$ cat config.mk
export PLATFORM = sky130hd
export DESIGN_NAME = rcp_parser
export DESIGN_NICKNAME = d
export VERILOG_FILES = /design/src/verilog/rcp_pkg.sv /design/src/verilog/rcp_resp_tx.sv /design/src/verilog/rcp_parser.sv
export SDC_FILE = /design/constraint.sdc
export NUM_CORES = 2
export LEC_CHECK = 0
export BUFFER_PORTS_ARGS = -buffer_cell sky130_fd_sc_hd__buf_2
export CAP_MARGIN = 20
export CORE_ASPECT_RATIO = 1.5
export CORE_MARGIN = 3
export CORE_UTILIZATION = 49
export CTS_CLUSTER_DIAMETER = 100
export DETAILED_ROUTE_END_ITERATION = 8
export PLACE_DENSITY = 0.64
export RECOVER_POWER = 50
export SYNTH_ARGS = -nofsm -noshare
export SYNTH_HDL_FRONTEND = slang
export SYNTH_SLANG_ARGS = --single-unit
$ cat constraint.sdc
create_clock -name mclk -period 34 [get_ports mclk]
set_clock_uncertainty 0.05 [all_clocks]
set_input_delay 8.5 -clock mclk [delete_from_list [all_inputs] [get_ports mclk]]
set_output_delay 8.5 -clock mclk [all_outputs]
set_load 0.03 [all_outputs]
$ cat src/verilog/rcp_pkg.sv
`default_nettype none
package rcp_pkg;
	// Clock and timing
	localparam int CLK_NS = 10;
	localparam int PWR_UP_NS = 1000;
	localparam int SETUP_FORMATS = 16;
	localparam int WORD_CHARS = 10;
	// Characters seen on the command link
	localparam logic [7:0] CH_DOT = 8'h2E;
	localparam logic [7:0] CH_SP = 8'h20;
	localparam logic [7:0] CH_CR = 8'h0D;
	localparam logic [7:0] CH_LF = 8'h0A;
	localparam logic [7:0] CH_STAR = 8'h2A;
	localparam logic [7:0] CH_DASH = 8'h2D;
	localparam logic [7:0] CH_COLON = 8'h3A;
	localparam logic [7:0] CH_0 = 8'h30;
	localparam logic [7:0] CH_9 = 8'h39;
	localparam logic [7:0] CH_A = 8'h41;
	localparam logic [7:0] CH_B = 8'h42;
	localparam logic [7:0] CH_E = 8'h45;
	localparam logic [7:0] CH_F = 8'h46;
	localparam logic [7:0] CH_S = 8'h53;
	localparam logic [7:0] CH_T = 8'h54;
	// Error codes
	localparam logic [6:0] ERR_CMD = 7'h00;
	localparam logic [6:0] ERR_PARAM = 7'h01;
	localparam logic [6:0] ERR_MODE = 7'h02;
	typedef enum logic [4:0] {CMD_UNKNOWN, CMD_BIT, CMD_CRITICAL, CMD_DECLASSIFY, CMD_DUB, CMD_ERASE,
		CMD_EVENT, CMD_FIND, CMD_PLAY, CMD_RECORD, CMD_REPLAY, CMD_RESET, CMD_SETUP, CMD_SHUTTLE,
		CMD_STATUS, CMD_STOP} rcp_cmd_t;
	typedef enum logic [3:0] {ST_POWER_ON, ST_BIT, ST_IDLE, ST_FAIL, ST_ERASE, ST_STARTING,
		ST_RECORD, ST_PLAY, ST_FIND, ST_STOPPING} rcp_state_t;
	typedef enum logic [1:0] {UNIT_TIME, UNIT_FEET, UNIT_BLOCKS} rcp_unit_t;
	typedef enum logic [2:0] {OP_NONE, OP_BIT, OP_ERASE, OP_RECORD, OP_PLAY, OP_FIND, OP_STOP,
		OP_CRIT} rcp_opk_t;
	typedef struct packed {
		logic [9:0] day;
		logic day_given;
		logic [15:0] hour;
		logic [15:0] min;
		logic [15:0] sec;
		logic [15:0] ms;
	} rcp_time_t;
	typedef struct packed {
		rcp_opk_t kind;
		logic [31:0] value;
		rcp_time_t tm;
		rcp_unit_t unit;
		logic int_clk;
		logic [31:0] mask;
	} rcp_op_t;
	typedef struct packed {
		logic body;
		logic [7:0] letter;
		logic [6:0] val;
	} rcp_resp_t;
	// Command word, right aligned in the line buffer
	function automatic rcp_cmd_t decode(input logic [8*WORD_CHARS-1:0] w);
		case (w)
			"BIT": decode = CMD_BIT;
			"CRITICAL": decode = CMD_CRITICAL;
			"DECLASSIFY": decode = CMD_DECLASSIFY;
			"DUB": decode = CMD_DUB;
			"ERASE": decode = CMD_ERASE;
			"EVENT": decode = CMD_EVENT;
			"FIND": decode = CMD_FIND;
			"PLAY": decode = CMD_PLAY;
			"RECORD": decode = CMD_RECORD;
			"REPLAY": decode = CMD_REPLAY;
			"RESET": decode = CMD_RESET;
			"SETUP": decode = CMD_SETUP;
			"SHUTTLE": decode = CMD_SHUTTLE;
			"STATUS": decode = CMD_STATUS;
			"STOP": decode = CMD_STOP;
			default: decode = CMD_UNKNOWN;
		endcase
	endfunction
	function automatic logic [6:0] state_code(input rcp_state_t s);
		case (s)
			ST_IDLE: state_code = 7'h01;
			ST_BIT: state_code = 7'h02;
			ST_ERASE: state_code = 7'h03;
			ST_RECORD: state_code = 7'h04;
			ST_PLAY: state_code = 7'h05;
			ST_FIND: state_code = 7'h06;
			ST_STARTING: state_code = 7'h07;
			ST_STOPPING: state_code = 7'h08;
			ST_FAIL: state_code = 7'h09;
			default: state_code = 7'h00;
		endcase
	endfunction
endpackage
`default_nettype wire

$ cat src/verilog/rcp_resp_tx.sv
`timescale 1ns/1ps
`default_nettype none
module rcp_resp_tx (
	input wire logic mclk,
	input wire logic rst,
	input wire logic start,
	input wire rcp_pkg::rcp_resp_t resp,
	input wire logic tx_ready,
	output logic tx_valid,
	output logic [7:0] tx_data
);
	localparam logic [2:0] IX_LETTER = 3'h0;
	localparam logic [2:0] IX_DIGITS = 3'h2;
	localparam logic [2:0] IX_STAR = 3'h6;
	localparam logic [6:0] TEN = 7'h0A;
	logic [2:0] idx_q;
	logic [2:0] idx_d;
	rcp_pkg::rcp_resp_t r_q;
	rcp_pkg::rcp_resp_t rs_w;
	logic [7:0] byte_w;
	wire logic adv_w = tx_valid & tx_ready;
	// Sequence start: letter, digits only, or the bare asterisk
	assign rs_w = start ? resp : r_q;
	assign idx_d = start ? (resp.body ? ((resp.letter != 8'h00) ? IX_LETTER : IX_DIGITS) : IX_STAR)
		: (adv_w ? idx_q + 3'h1 : idx_q);
	wire logic [6:0] tens_w = rs_w.val / TEN;
	wire logic [6:0] ones_w = rs_w.val - 7'(tens_w * TEN);
	// Byte for the position about to be shown
	always_comb begin
		case (idx_d)
			3'h0: byte_w = rs_w.letter;
			3'h1: byte_w = rcp_pkg::CH_SP;
			3'h2: byte_w = rcp_pkg::CH_0 + 8'(tens_w);
			3'h3: byte_w = rcp_pkg::CH_0 + 8'(ones_w);
			3'h4: byte_w = rcp_pkg::CH_CR;
			3'h5: byte_w = rcp_pkg::CH_LF;
			default: byte_w = rcp_pkg::CH_STAR;
		endcase
	end
	// Asterisk always ends the reply and frees the link
	always_ff @(posedge mclk or posedge rst) begin
		if (rst) begin
			tx_valid <= 1'b0;
			idx_q <= IX_STAR;
			r_q <= '0;
			tx_data <= 8'h00;
		end else begin
			if (start) begin
				tx_valid <= 1'b1;
			end else if (adv_w && idx_q == IX_STAR) begin
				tx_valid <= 1'b0;
			end
			idx_q <= idx_d;
			r_q <= rs_w;
			tx_data <= byte_w;
		end
	end
endmodule
`default_nettype wire

$ cat src/verilog/rcp_parser.sv
// Overview of operation
// - Every complete command line gets exactly one reply.
// - Reply starts the cycle after the line feed is taken.
// - Long operations answer at once; host polls status for completion.
// - Only unsolicited output is one asterisk on leaving power-on.
// - Hardware reset or reset command returns to power-on and reboots.
// - Power-on drops input; built-in test runs before commands apply.
// - Passing built-in test enters idle.
// - Starting and stopping last a configurable number of wait cycles.
// - Record uses external clock; playback clock external or internal.
// - Shuttle: at end point find start, then play again, repeating.
// - Record at end of recorded data; only erase rewinds it.
// - Playback runs forward only.
// - Command starts with a period, ends at carriage return line feed.
// - Words and parameters split by spaces; event text is free.
// - Extra terminators and spaces are ignored silently, except a space right after the period, which gives an unknown command.
// - Reply is optional body then asterisk marking readiness.
// - Parameters decimal, except critical mask read as hexadecimal.
// - Omitted unit for find, replay, shuttle reuses the last one.
// - Time parses day-hour:min:sec.ms, missing parts zero, day optional.
// - Setup shows or selects one of sixteen formats from zero.
// - Dub and replay act like play and shuttle with internal clock.
// - Failed command replies E and two-digit code; zero is unknown.
`timescale 1ns/1ps
`default_nettype none
module rcp_parser #(
	parameter int WAIT_CYC = 0,
	parameter int PWR_CYC = (rcp_pkg::PWR_UP_NS + rcp_pkg::CLK_NS - 1) / rcp_pkg::CLK_NS
) (
	input wire logic mclk,
	input wire logic rst,
	input wire logic rx_valid,
	input wire logic [7:0] rx_data,
	output logic rx_ready,
	output logic tx_valid,
	output logic [7:0] tx_data,
	input wire logic tx_ready,
	output logic op_start,
	output rcp_pkg::rcp_op_t op,
	input wire logic op_done,
	input wire logic op_pass,
	input wire logic end_reached,
	input wire logic blk_written,
	output rcp_pkg::rcp_state_t rec_state,
	output logic [31:0] end_of_recorded_data,
	output logic [3:0] setup_fmt
);
	typedef enum logic [2:0] {PS_WAIT, PS_WORD, PS_GAP, PS_PARAM, PS_CR} rcp_ps_t;
	localparam int WB = 8 * rcp_pkg::WORD_CHARS;
	rcp_ps_t pst_q, pst_d;
	rcp_pkg::rcp_state_t st_q, st_d, tgt_q, tgt_d;
	rcp_pkg::rcp_cmd_t cmd_q;
	rcp_pkg::rcp_unit_t unit_q, unit_d, unit_w;
	rcp_pkg::rcp_op_t base_w, opn_w, find_q, find_d, play_q, play_d;
	rcp_pkg::rcp_resp_t resp_w;
	logic [WB-1:0] word_q;
	logic [1:0] ntok_q, tfi_q;
	logic [31:0] acc_q, hex_q, pwr_q, rp_q;
	logic [15:0] tf_q [4];
	logic [9:0] day_q;
	logic day_given_q, bad_q, bad2_q, shut_q, shut_d, rx_ready_q, go_w, send_w, evt_w, unit_ok_w;
	logic [7:0] ltr_q;
	logic [3:0] fmt_q, fmt_d;
	logic [15:0] wait_q;
	// Character classes
	wire logic acc_w = rx_valid & rx_ready_q & (st_q != rcp_pkg::ST_POWER_ON);
	wire logic is_sp_w = rx_data == rcp_pkg::CH_SP;
	wire logic is_cr_w = rx_data == rcp_pkg::CH_CR;
	wire logic is_lf_w = rx_data == rcp_pkg::CH_LF;
	wire logic is_dot_w = rx_data == rcp_pkg::CH_DOT;
	wire logic is_dig_w = rx_data >= rcp_pkg::CH_0 && rx_data <= rcp_pkg::CH_9;
	wire logic is_hex_w = is_dig_w | (rx_data >= rcp_pkg::CH_A && rx_data <= rcp_pkg::CH_F);
	wire logic [3:0] nib_w = is_dig_w ? 4'(rx_data - rcp_pkg::CH_0) : 4'(rx_data - rcp_pkg::CH_A + 8'h0A);
	wire logic [31:0] dec_w = 32'({acc_q, 3'h0} + {acc_q, 1'h0} + 35'(nib_w));
	// Token boundaries; runs of spaces collapse in the gap state
	wire logic word_ch_w = acc_w & (pst_q == PS_WORD) & !is_sp_w & !is_cr_w;
	wire logic word_end_w = acc_w & (pst_q == PS_WORD) & (is_sp_w | is_cr_w);
	wire logic in_tok_w = (pst_q == PS_GAP || pst_q == PS_PARAM) && !is_sp_w && !is_cr_w;
	wire logic pchar_w = acc_w & in_tok_w;
	wire logic tok_start_w = pchar_w & (pst_q == PS_GAP);
	wire logic [1:0] pidx_w = (pst_q == PS_GAP && ntok_q != 2'h3) ? ntok_q + 2'h1 : ntok_q;
	wire logic p1_w = pchar_w & (pidx_w == 2'h1);
	wire logic p2_w = pchar_w & (pidx_w == 2'h2);
	wire logic tok_end_w = acc_w & (pst_q == PS_PARAM) & (is_sp_w | is_cr_w);
	wire logic line_go_w = acc_w & (pst_q == PS_WAIT) & is_dot_w;
	wire logic line_done_w = acc_w & (pst_q == PS_CR) & is_lf_w;
	wire logic idle_w = st_q == rcp_pkg::ST_IDLE;
	// Unit letter, or the last one given when absent
	assign unit_ok_w = ntok_q < 2'h2 || ltr_q == rcp_pkg::CH_T || ltr_q == rcp_pkg::CH_F
		|| ltr_q == rcp_pkg::CH_B;
	assign unit_w = (ntok_q < 2'h2) ? unit_q : (ltr_q == rcp_pkg::CH_F) ? rcp_pkg::UNIT_FEET
		: (ltr_q == rcp_pkg::CH_B) ? rcp_pkg::UNIT_BLOCKS : rcp_pkg::UNIT_TIME;
	// Operation fields from the parsed parameters
	always_comb begin
		base_w = '0;
		base_w.kind = rcp_pkg::OP_NONE;
		base_w.value = acc_q;
		base_w.tm.day = day_q;
		base_w.tm.day_given = day_given_q;
		base_w.tm.hour = tf_q[0];
		base_w.tm.min = tf_q[1];
		base_w.tm.sec = tf_q[2];
		base_w.tm.ms = tf_q[3];
		base_w.unit = unit_w;
		base_w.int_clk = 1'b0;
		base_w.mask = hex_q;
	end
	// Line framing; stray CR or LF between lines falls in the wait state
	always_comb begin
		pst_d = pst_q;
		if (st_q == rcp_pkg::ST_POWER_ON) begin
			pst_d = PS_WAIT;
		end else if (acc_w) begin
			case (pst_q)
				PS_WAIT: if (is_dot_w) pst_d = PS_WORD;
				PS_WORD, PS_PARAM: if (is_cr_w) pst_d = PS_CR; else if (is_sp_w) pst_d = PS_GAP;
				PS_GAP: if (is_cr_w) pst_d = PS_CR; else if (!is_sp_w) pst_d = PS_PARAM;
				PS_CR: pst_d = is_cr_w ? PS_CR : PS_WAIT;
				default: pst_d = PS_WAIT;
			endcase
		end
	end
	// Line buffer and parameter collection
	always_ff @(posedge mclk or posedge rst) begin
		if (rst) begin
			word_q <= '0;
			cmd_q <= rcp_pkg::CMD_UNKNOWN;
			ntok_q <= 2'h0;
			tfi_q <= 2'h0;
			acc_q <= 32'h0;
			hex_q <= 32'h0;
			tf_q <= '{default: 16'h0};
			day_q <= 10'h0;
			day_given_q <= 1'b0;
			bad_q <= 1'b0;
			bad2_q <= 1'b0;
			ltr_q <= 8'h00;
		end else if (line_go_w) begin
			word_q <= '0;
			ntok_q <= 2'h0;
			tfi_q <= 2'h0;
			acc_q <= 32'h0;
			hex_q <= 32'h0;
			tf_q <= '{default: 16'h0};
			day_given_q <= 1'b0;
			bad_q <= 1'b0;
			bad2_q <= 1'b0;
		end else begin
			if (word_ch_w) word_q <= {word_q[WB-9:0], rx_data};
			if (word_end_w) cmd_q <= rcp_pkg::decode(word_q);
			if (tok_start_w) ntok_q <= pidx_w;
			if (p1_w) begin
				if (is_dig_w) begin
					acc_q <= dec_w;
				end else if (rx_data == rcp_pkg::CH_DASH) begin
					day_q <= acc_q[9:0];
					day_given_q <= 1'b1;
					acc_q <= 32'h0;
				end else if (rx_data == rcp_pkg::CH_COLON || is_dot_w) begin
					tf_q[tfi_q] <= acc_q[15:0];
					tfi_q <= is_dot_w ? 2'h3 : tfi_q + 2'h1;
					acc_q <= 32'h0;
				end else begin
					bad_q <= 1'b1;
				end
			end
			if (tok_end_w && ntok_q == 2'h1) tf_q[tfi_q] <= acc_q[15:0];
			if (p2_w) begin
				hex_q <= {hex_q[27:0], nib_w};
				if (!is_hex_w) bad2_q <= 1'b1;
				if (tok_start_w) ltr_q <= rx_data;
			end
		end
	end
	function automatic rcp_pkg::rcp_resp_t body(input logic [7:0] l, input logic [6:0] v);
		body = '{body: 1'b1, letter: l, val: v};
	endfunction
	// Recorder states: engine events first, then the command just framed
	always_comb begin
		st_d = st_q;
		tgt_d = tgt_q;
		send_w = 1'b0;
		resp_w = '0;
		go_w = 1'b0;
		opn_w = base_w;
		shut_d = shut_q;
		fmt_d = fmt_q;
		unit_d = unit_q;
		find_d = find_q;
		play_d = play_q;
		case (st_q)
			rcp_pkg::ST_POWER_ON: if (pwr_q == 32'h0 && !tx_valid) begin
				st_d = rcp_pkg::ST_BIT;
				send_w = 1'b1;
				go_w = 1'b1;
				opn_w.kind = rcp_pkg::OP_BIT;
			end
			rcp_pkg::ST_BIT: if (op_done) st_d = op_pass ? rcp_pkg::ST_IDLE : rcp_pkg::ST_FAIL;
			rcp_pkg::ST_ERASE: if (op_done) st_d = rcp_pkg::ST_IDLE;
			rcp_pkg::ST_STARTING: if (wait_q == 16'h0) st_d = tgt_q;
			rcp_pkg::ST_STOPPING: if (wait_q == 16'h0) st_d = rcp_pkg::ST_IDLE;
			rcp_pkg::ST_PLAY: if (end_reached) begin
				st_d = shut_q ? rcp_pkg::ST_FIND : rcp_pkg::ST_STOPPING;
				go_w = shut_q;
				opn_w = find_q;
				opn_w.kind = rcp_pkg::OP_FIND; // Shuttle without a prior find still seeks
			end
			rcp_pkg::ST_FIND: if (op_done) begin
				st_d = shut_q ? rcp_pkg::ST_PLAY : rcp_pkg::ST_IDLE;
				go_w = shut_q;
				opn_w = play_q;
			end
			default: st_d = st_q;
		endcase
		evt_w = st_d != st_q;
		if (line_done_w) begin
			send_w = 1'b1;
			case (cmd_q)
				rcp_pkg::CMD_BIT: if ((idle_w || st_q == rcp_pkg::ST_FAIL) && !evt_w) begin
					st_d = rcp_pkg::ST_BIT;
					go_w = 1'b1;
					opn_w.kind = rcp_pkg::OP_BIT;
				end else resp_w = body(rcp_pkg::CH_E, rcp_pkg::ERR_MODE);
				rcp_pkg::CMD_ERASE, rcp_pkg::CMD_DECLASSIFY: if (idle_w && !evt_w) begin
					st_d = rcp_pkg::ST_ERASE;
					go_w = 1'b1;
					opn_w.kind = rcp_pkg::OP_ERASE;
				end else resp_w = body(rcp_pkg::CH_E, rcp_pkg::ERR_MODE);
				rcp_pkg::CMD_RESET: begin
					st_d = rcp_pkg::ST_POWER_ON;
					shut_d = 1'b0;
				end
				rcp_pkg::CMD_RECORD: if (idle_w && !evt_w) begin
					st_d = rcp_pkg::ST_STARTING;
					tgt_d = rcp_pkg::ST_RECORD;
					go_w = 1'b1;
					opn_w.kind = rcp_pkg::OP_RECORD;
					opn_w.value = rp_q;
				end else resp_w = body(rcp_pkg::CH_E, rcp_pkg::ERR_MODE);
				rcp_pkg::CMD_PLAY, rcp_pkg::CMD_DUB: if (idle_w && !evt_w) begin
					st_d = rcp_pkg::ST_STARTING;
					tgt_d = rcp_pkg::ST_PLAY;
					go_w = 1'b1;
					shut_d = 1'b0;
					opn_w.kind = rcp_pkg::OP_PLAY;
					opn_w.int_clk = cmd_q == rcp_pkg::CMD_DUB;
				end else resp_w = body(rcp_pkg::CH_E, rcp_pkg::ERR_MODE);
				rcp_pkg::CMD_SHUTTLE, rcp_pkg::CMD_REPLAY: if (!unit_ok_w || bad_q) begin
					resp_w = body(rcp_pkg::CH_E, rcp_pkg::ERR_PARAM);
				end else if ((idle_w || st_q == rcp_pkg::ST_PLAY) && !evt_w) begin
					shut_d = 1'b1;
					unit_d = unit_w;
					play_d = base_w;
					play_d.kind = rcp_pkg::OP_PLAY;
					play_d.int_clk = cmd_q == rcp_pkg::CMD_REPLAY;
					opn_w = play_d;
					go_w = idle_w;
					if (idle_w) st_d = rcp_pkg::ST_STARTING;
					tgt_d = rcp_pkg::ST_PLAY;
				end else resp_w = body(rcp_pkg::CH_E, rcp_pkg::ERR_MODE);
				rcp_pkg::CMD_FIND: if (ntok_q == 2'h0) begin
					resp_w = '0;
				end else if (!unit_ok_w || bad_q) begin
					resp_w = body(rcp_pkg::CH_E, rcp_pkg::ERR_PARAM);
				end else if (idle_w && !evt_w) begin
					st_d = rcp_pkg::ST_FIND;
					unit_d = unit_w;
					shut_d = 1'b0;
					go_w = 1'b1;
					opn_w.kind = rcp_pkg::OP_FIND;
					find_d = opn_w;
				end else resp_w = body(rcp_pkg::CH_E, rcp_pkg::ERR_MODE);
				rcp_pkg::CMD_STOP: if ((st_q == rcp_pkg::ST_RECORD || st_q == rcp_pkg::ST_PLAY
					|| st_q == rcp_pkg::ST_STARTING) && !evt_w) begin
					st_d = rcp_pkg::ST_STOPPING;
					shut_d = 1'b0;
					go_w = 1'b1;
					opn_w.kind = rcp_pkg::OP_STOP;
				end else resp_w = body(rcp_pkg::CH_E, rcp_pkg::ERR_MODE);
				rcp_pkg::CMD_STATUS: resp_w = body(rcp_pkg::CH_S, rcp_pkg::state_code(st_q));
				rcp_pkg::CMD_SETUP: if (ntok_q == 2'h0) begin
					resp_w = body(8'h00, 7'(fmt_q));
				end else if (!bad_q && acc_q < 32'(rcp_pkg::SETUP_FORMATS)) begin
					fmt_d = acc_q[3:0];
				end else resp_w = body(rcp_pkg::CH_E, rcp_pkg::ERR_PARAM);
				rcp_pkg::CMD_CRITICAL: if (ntok_q >= 2'h2) begin
					if (bad_q || bad2_q) begin
						resp_w = body(rcp_pkg::CH_E, rcp_pkg::ERR_PARAM);
					end else begin
						go_w = !evt_w;
						opn_w.kind = rcp_pkg::OP_CRIT;
					end
				end
				rcp_pkg::CMD_EVENT: resp_w = '0;
				default: resp_w = body(rcp_pkg::CH_E, rcp_pkg::ERR_CMD);
			endcase
		end
	end
	// State, counters and issued operation
	always_ff @(posedge mclk or posedge rst) begin
		if (rst) begin
			pst_q <= PS_WAIT;
			st_q <= rcp_pkg::ST_POWER_ON;
			tgt_q <= rcp_pkg::ST_IDLE;
			pwr_q <= 32'(PWR_CYC);
			wait_q <= 16'h0;
			shut_q <= 1'b0;
			fmt_q <= 4'h0;
			unit_q <= rcp_pkg::UNIT_TIME;
			find_q <= '0;
			play_q <= '0;
			op <= '0;
			op_start <= 1'b0;
			rx_ready_q <= 1'b1;
		end else begin
			pst_q <= pst_d;
			st_q <= st_d;
			tgt_q <= tgt_d;
			if (st_d == rcp_pkg::ST_POWER_ON && st_q != rcp_pkg::ST_POWER_ON) pwr_q <= 32'(PWR_CYC);
			else if (pwr_q != 32'h0) pwr_q <= pwr_q - 32'h1;
			if (st_d != st_q) wait_q <= 16'(WAIT_CYC);
			else if (wait_q != 16'h0) wait_q <= wait_q - 16'h1;
			shut_q <= shut_d;
			fmt_q <= fmt_d;
			unit_q <= unit_d;
			find_q <= find_d;
			play_q <= play_d;
			op_start <= go_w;
			if (go_w) op <= opn_w;
			rx_ready_q <= !line_done_w && !send_w && !tx_valid;
		end
	end
	// Record point only moves forward; erase rewinds it
	always_ff @(posedge mclk or posedge rst) begin
		if (rst) rp_q <= 32'h0;
		else if (st_q == rcp_pkg::ST_ERASE && op_done) rp_q <= 32'h0;
		else if (blk_written) rp_q <= rp_q + 32'h1;
	end
	rcp_resp_tx u_tx (
		.mclk(mclk),
		.rst(rst),
		.start(send_w),
		.resp(resp_w),
		.tx_ready(tx_ready),
		.tx_valid(tx_valid),
		.tx_data(tx_data)
	);
	assign rx_ready = rx_ready_q;
	assign rec_state = st_q;
	assign end_of_recorded_data = rp_q;
	assign setup_fmt = fmt_q;
endmodule
`default_nettype wire

==> results.toml <==
[place]
hpwl_microns = 76200
port_buffers = 211
dp_cells = 5278
place.gp.congestion = 0.949

[grt]
overflow = 0
grt_use_total_pct = 28.0
grt_max_degree = 222
grt_pass1_vias = 31200
met3_usage_pct = 4.33
grt_busiest_layer = "met2"
grt_use_met1_pct = 36.6
grt_pass1_wl_microns = 184000
use_met2_pct = 47.7
antenna_found_initial = 2

[clocking]
ctsResizeCount = 0
cts_root_buf = "clkbuf_16"
cts_sinks = 792
clkTransAtPathRegs_ns = 0.06
htree_levels = 3
post_cts_buffers = 0
clk_latency_ns = 0.64
ctsHoldBuffers = 0
cts_buffer_depth = 3
numCtsBuffers = 80
cts_tree = "done"

[worst_hold_path]
min_path_type = "flip-flop to flip-flop"
hp-start = "play_q[69]$_DFFE_PP0P_"

[sta]
finalHoldViolations = 0
worstMarginPinSlew_ns = 8.69
min_period_over_period_pct = 62.5
min_period_ns = 21.24
rsz0062_at_grt = "no"
finalSetupTns_ns = 0
finalMaxSlewViolations = 1002
slew_headroom_pct = -479
setup_viol = 0
fmax_mhz = 47.1

[setup_path]
r2r_start = "rec_state[1]$_DFF_PP0_"
cp-start-kind = "input port"
path_class = "input port to asynchronous set/reset pin"
crit_slowest_cell = "clkbuf_1"
arrival_ns = 21.05
cpPeakStageDelay_ns = 6.26
path_cells = "clkbuf_1 > clkinvlp_2 > clkbuf_1 > clkbuf_1"
cp_max_fo = 166
crit_path_start = "rst"
end_kind = "asynchronous set/reset pin"
required_ns = 33.82
path_common_cell = "clkbuf_1"

[die]
die_h_microns = 350
dieArea_sq_mm = 0.0823
start_util_pct = 49.7
num_io_pins = 212
row_count = 125
die-width_microns = 235
core_sq_mm = 0.0777

[synthesis]
synth.area.top_cells = "dfrtp_1, nand2_1, a21oi_1"
yosysSeqAreaShare_pct = 51.4
syn_area_sq_mm = 0.0386
ys_warn_count = 0
synth_ff_type = "dfrtp_1"
synth_top_area_share_pct = 50.9
async_reset_ff_share_pct = 100
ys_ff_latch = 792
synthMostInstantiatedCell = "nand2_1"
ys_types = 89
yosysTopAreaCell = "dfrtp_1"
avgSynthCellArea_sq_um = 9.02
synthCells = 4280
syn-num-nets = 4389
synth_edf_count = 0
synthTopCellsByCount = "nand2_1, dfrtp_1, a21oi_1"

[detailed_routing]
drc = 0
routedWlPerCell_microns = 21.4
drtPass1Iterations = 6
dr_total_vias = 31700
drt_wl_total_microns = 116000
vias_per_cell = 5.85
ant_nets = 0
drt_iter0_drc = 2616

[pwr]
total_power_uw = 2290
p_switching_uw = 686
power_frac_seq_pct = 45.8
p_leak_uw = 0.0200
power.internal_uw = 1610
clock_power_share_pct = 38.5
power.density_mw_per_mm2 = 53.8
power_frac_comb_pct = 15.7
p_sw_share_pct = 29.9
ir_worst_vdd_mv = 0.0434

[outcome]
status = "finished with violations"
violations = "capacitance limit, slew limit"

[finish]
syn_to_final_growth_pct = 10.4
fin_cells = 5423
finalNetCount = 4454
drive_gt1_share_pct = 5.54
nFillCells = 7245

[job]
drv_cap = 14
## worst max-delay path: cells and delay by family
| family | cells | cell delay (ns) |
|---|---|---|
| buf+inv | 4 | 12.16 |
## routing by layer
metal	routed length [microns]	vias up	part of all wire [%]
li1	-	15000	-
met1	48600	15700	42
met2	56600	869	49
met3	6610	194	5.7
met4	4200	0	3.6
met5	0	-	0
## per-stage QoR
stage          hold WS (ns)  setup WS, ns  instance area (sq um)  utilization [%]
6_report              0.416         12.76                  42600             54.8
5_1_grt               0.434         10.14                  42600             54.8
4_1_cts               0.419         18.30                  43000             55.3
3_5_place_dp          0.404         17.64                  40400             52.0
3_3_place_gp          0.399         17.61                  40400             52.0
2_1_floorplan         0.379          3.22                  38600                -
## power groups by stage
stage / logic, uW / registers (uW) / clock network [uW]
floorplan: 261 / 1060 / 0
global placement: 362 / 1060 / 0
detailed placement: 365 / 1060 / 0
CTS: 367 / 1050 / 901
global route: 397 / 1050 / 940
finish: 360 / 1050 / 884
## final timing paths
| kind | slack, ns | endpoint | cells past startpoint |
|---|---|---|---|
| setup / recovery | 12.76 | pwr_q[17]$_DFFE_PP0P_ | 4 |
| hold / removal | 0.42 | play_q[69]$_DFFE_PP0P_ | 2 |
| setup reg to reg | 24.52 | u_tx.tx_data[6]$_DFF_PP0_ | 37 |
| hold reg to reg | 0.42 | play_q[69]$_DFFE_PP0P_ | 2 |
| max in group mclk | 17.43 | u_tx.tx_data[6]$_DFF_PP0_ | 36 |
| min in group asynchronous | 9.37 | op[49]$_DFFE_PP0P_ | 2 |
## sequential cells by signal (all words and copies together) (netlist names), 15 cells and up
name,cells
op,145
find_q,142
acc_q,32
hex_q,32
wait_q,16
play_q,143
u_tx.r_q,15
base_w,64
pwr_q,32
word_q,80
end_of_recorded_data,32
## logic make-up (layout without fill, tap and decap cells)
group | after synthesis | in the layout | share of synthesized area, %
xor gates and xnor gates | 95 | 95 | 2.16
muxes | 104 | 104 | 2.77
DFF | 792 | 792 | 51.4
adders and majority gates | 93 | 93 | 3.09
other | 0 | 2 | 0
buffers and inverters | 347 | 472 | 3.49
and+or+nand+nor | 1793 | 1793 | 20.5
AOI/OAI and AO/OA | 1056 | 1056 | 16.7
## cell usage in the layout (no fill, tap or decap), types with 22 or more instances in the layout
| cell | netlist | final |
|---|---|---|
| nand4_1 | 34 | 34 |
| nor3_1 | 69 | 68 |
| dfrtp_1 | 786 | 786 |
| nand3_1 | 151 | 152 |
| mux2_2 | 22 | 22 |
| ha_1 | 89 | 89 |
| nand2b_1 | 34 | 34 |
| nor4_1 | 42 | 41 |
| xor2_1 | 36 | 36 |
| inv_1 | 61 | 60 |
| xnor2_1 | 59 | 59 |
| nand2_1 | 975 | 975 |
| a21oi_1 | 334 | 333 |
| mux2i_1 | 82 | 82 |
| o21ai_0 | 284 | 284 |
| nor2_1 | 319 | 314 |
| o21ai_1 | 98 | 98 |
| buf_4 | 1 | 37 |
| a22o_1 | 176 | 176 |
| clkbuf_1 | 240 | 235 |
| clkbuf_16 | 0 | 82 |
| a211oi_1 | 22 | 22 |
| or3_1 | 26 | 26 |
## cell type report
| class | count | area [sq um] | share of cell area, % |
|---|---|---|---|
| Sequential cell | 792 | 19800 | 46.5 |
| Multi-Input combinational cell | 3141 | 17500 | 41.0 |
| Tap cell | 1016 | 1270 | 2.98 |
| Antenna cell | 2 | 5.00 | 0.0117 |
| Timing Repair Buffer | 267 | 1190 | 2.80 |
| Clock buffer | 117 | 2340 | 5.50 |
| Inverter | 63 | 238 | 0.558 |
| Clock inverter | 25 | 240 | 0.564 |
Power figures use the tool's default switching activity.
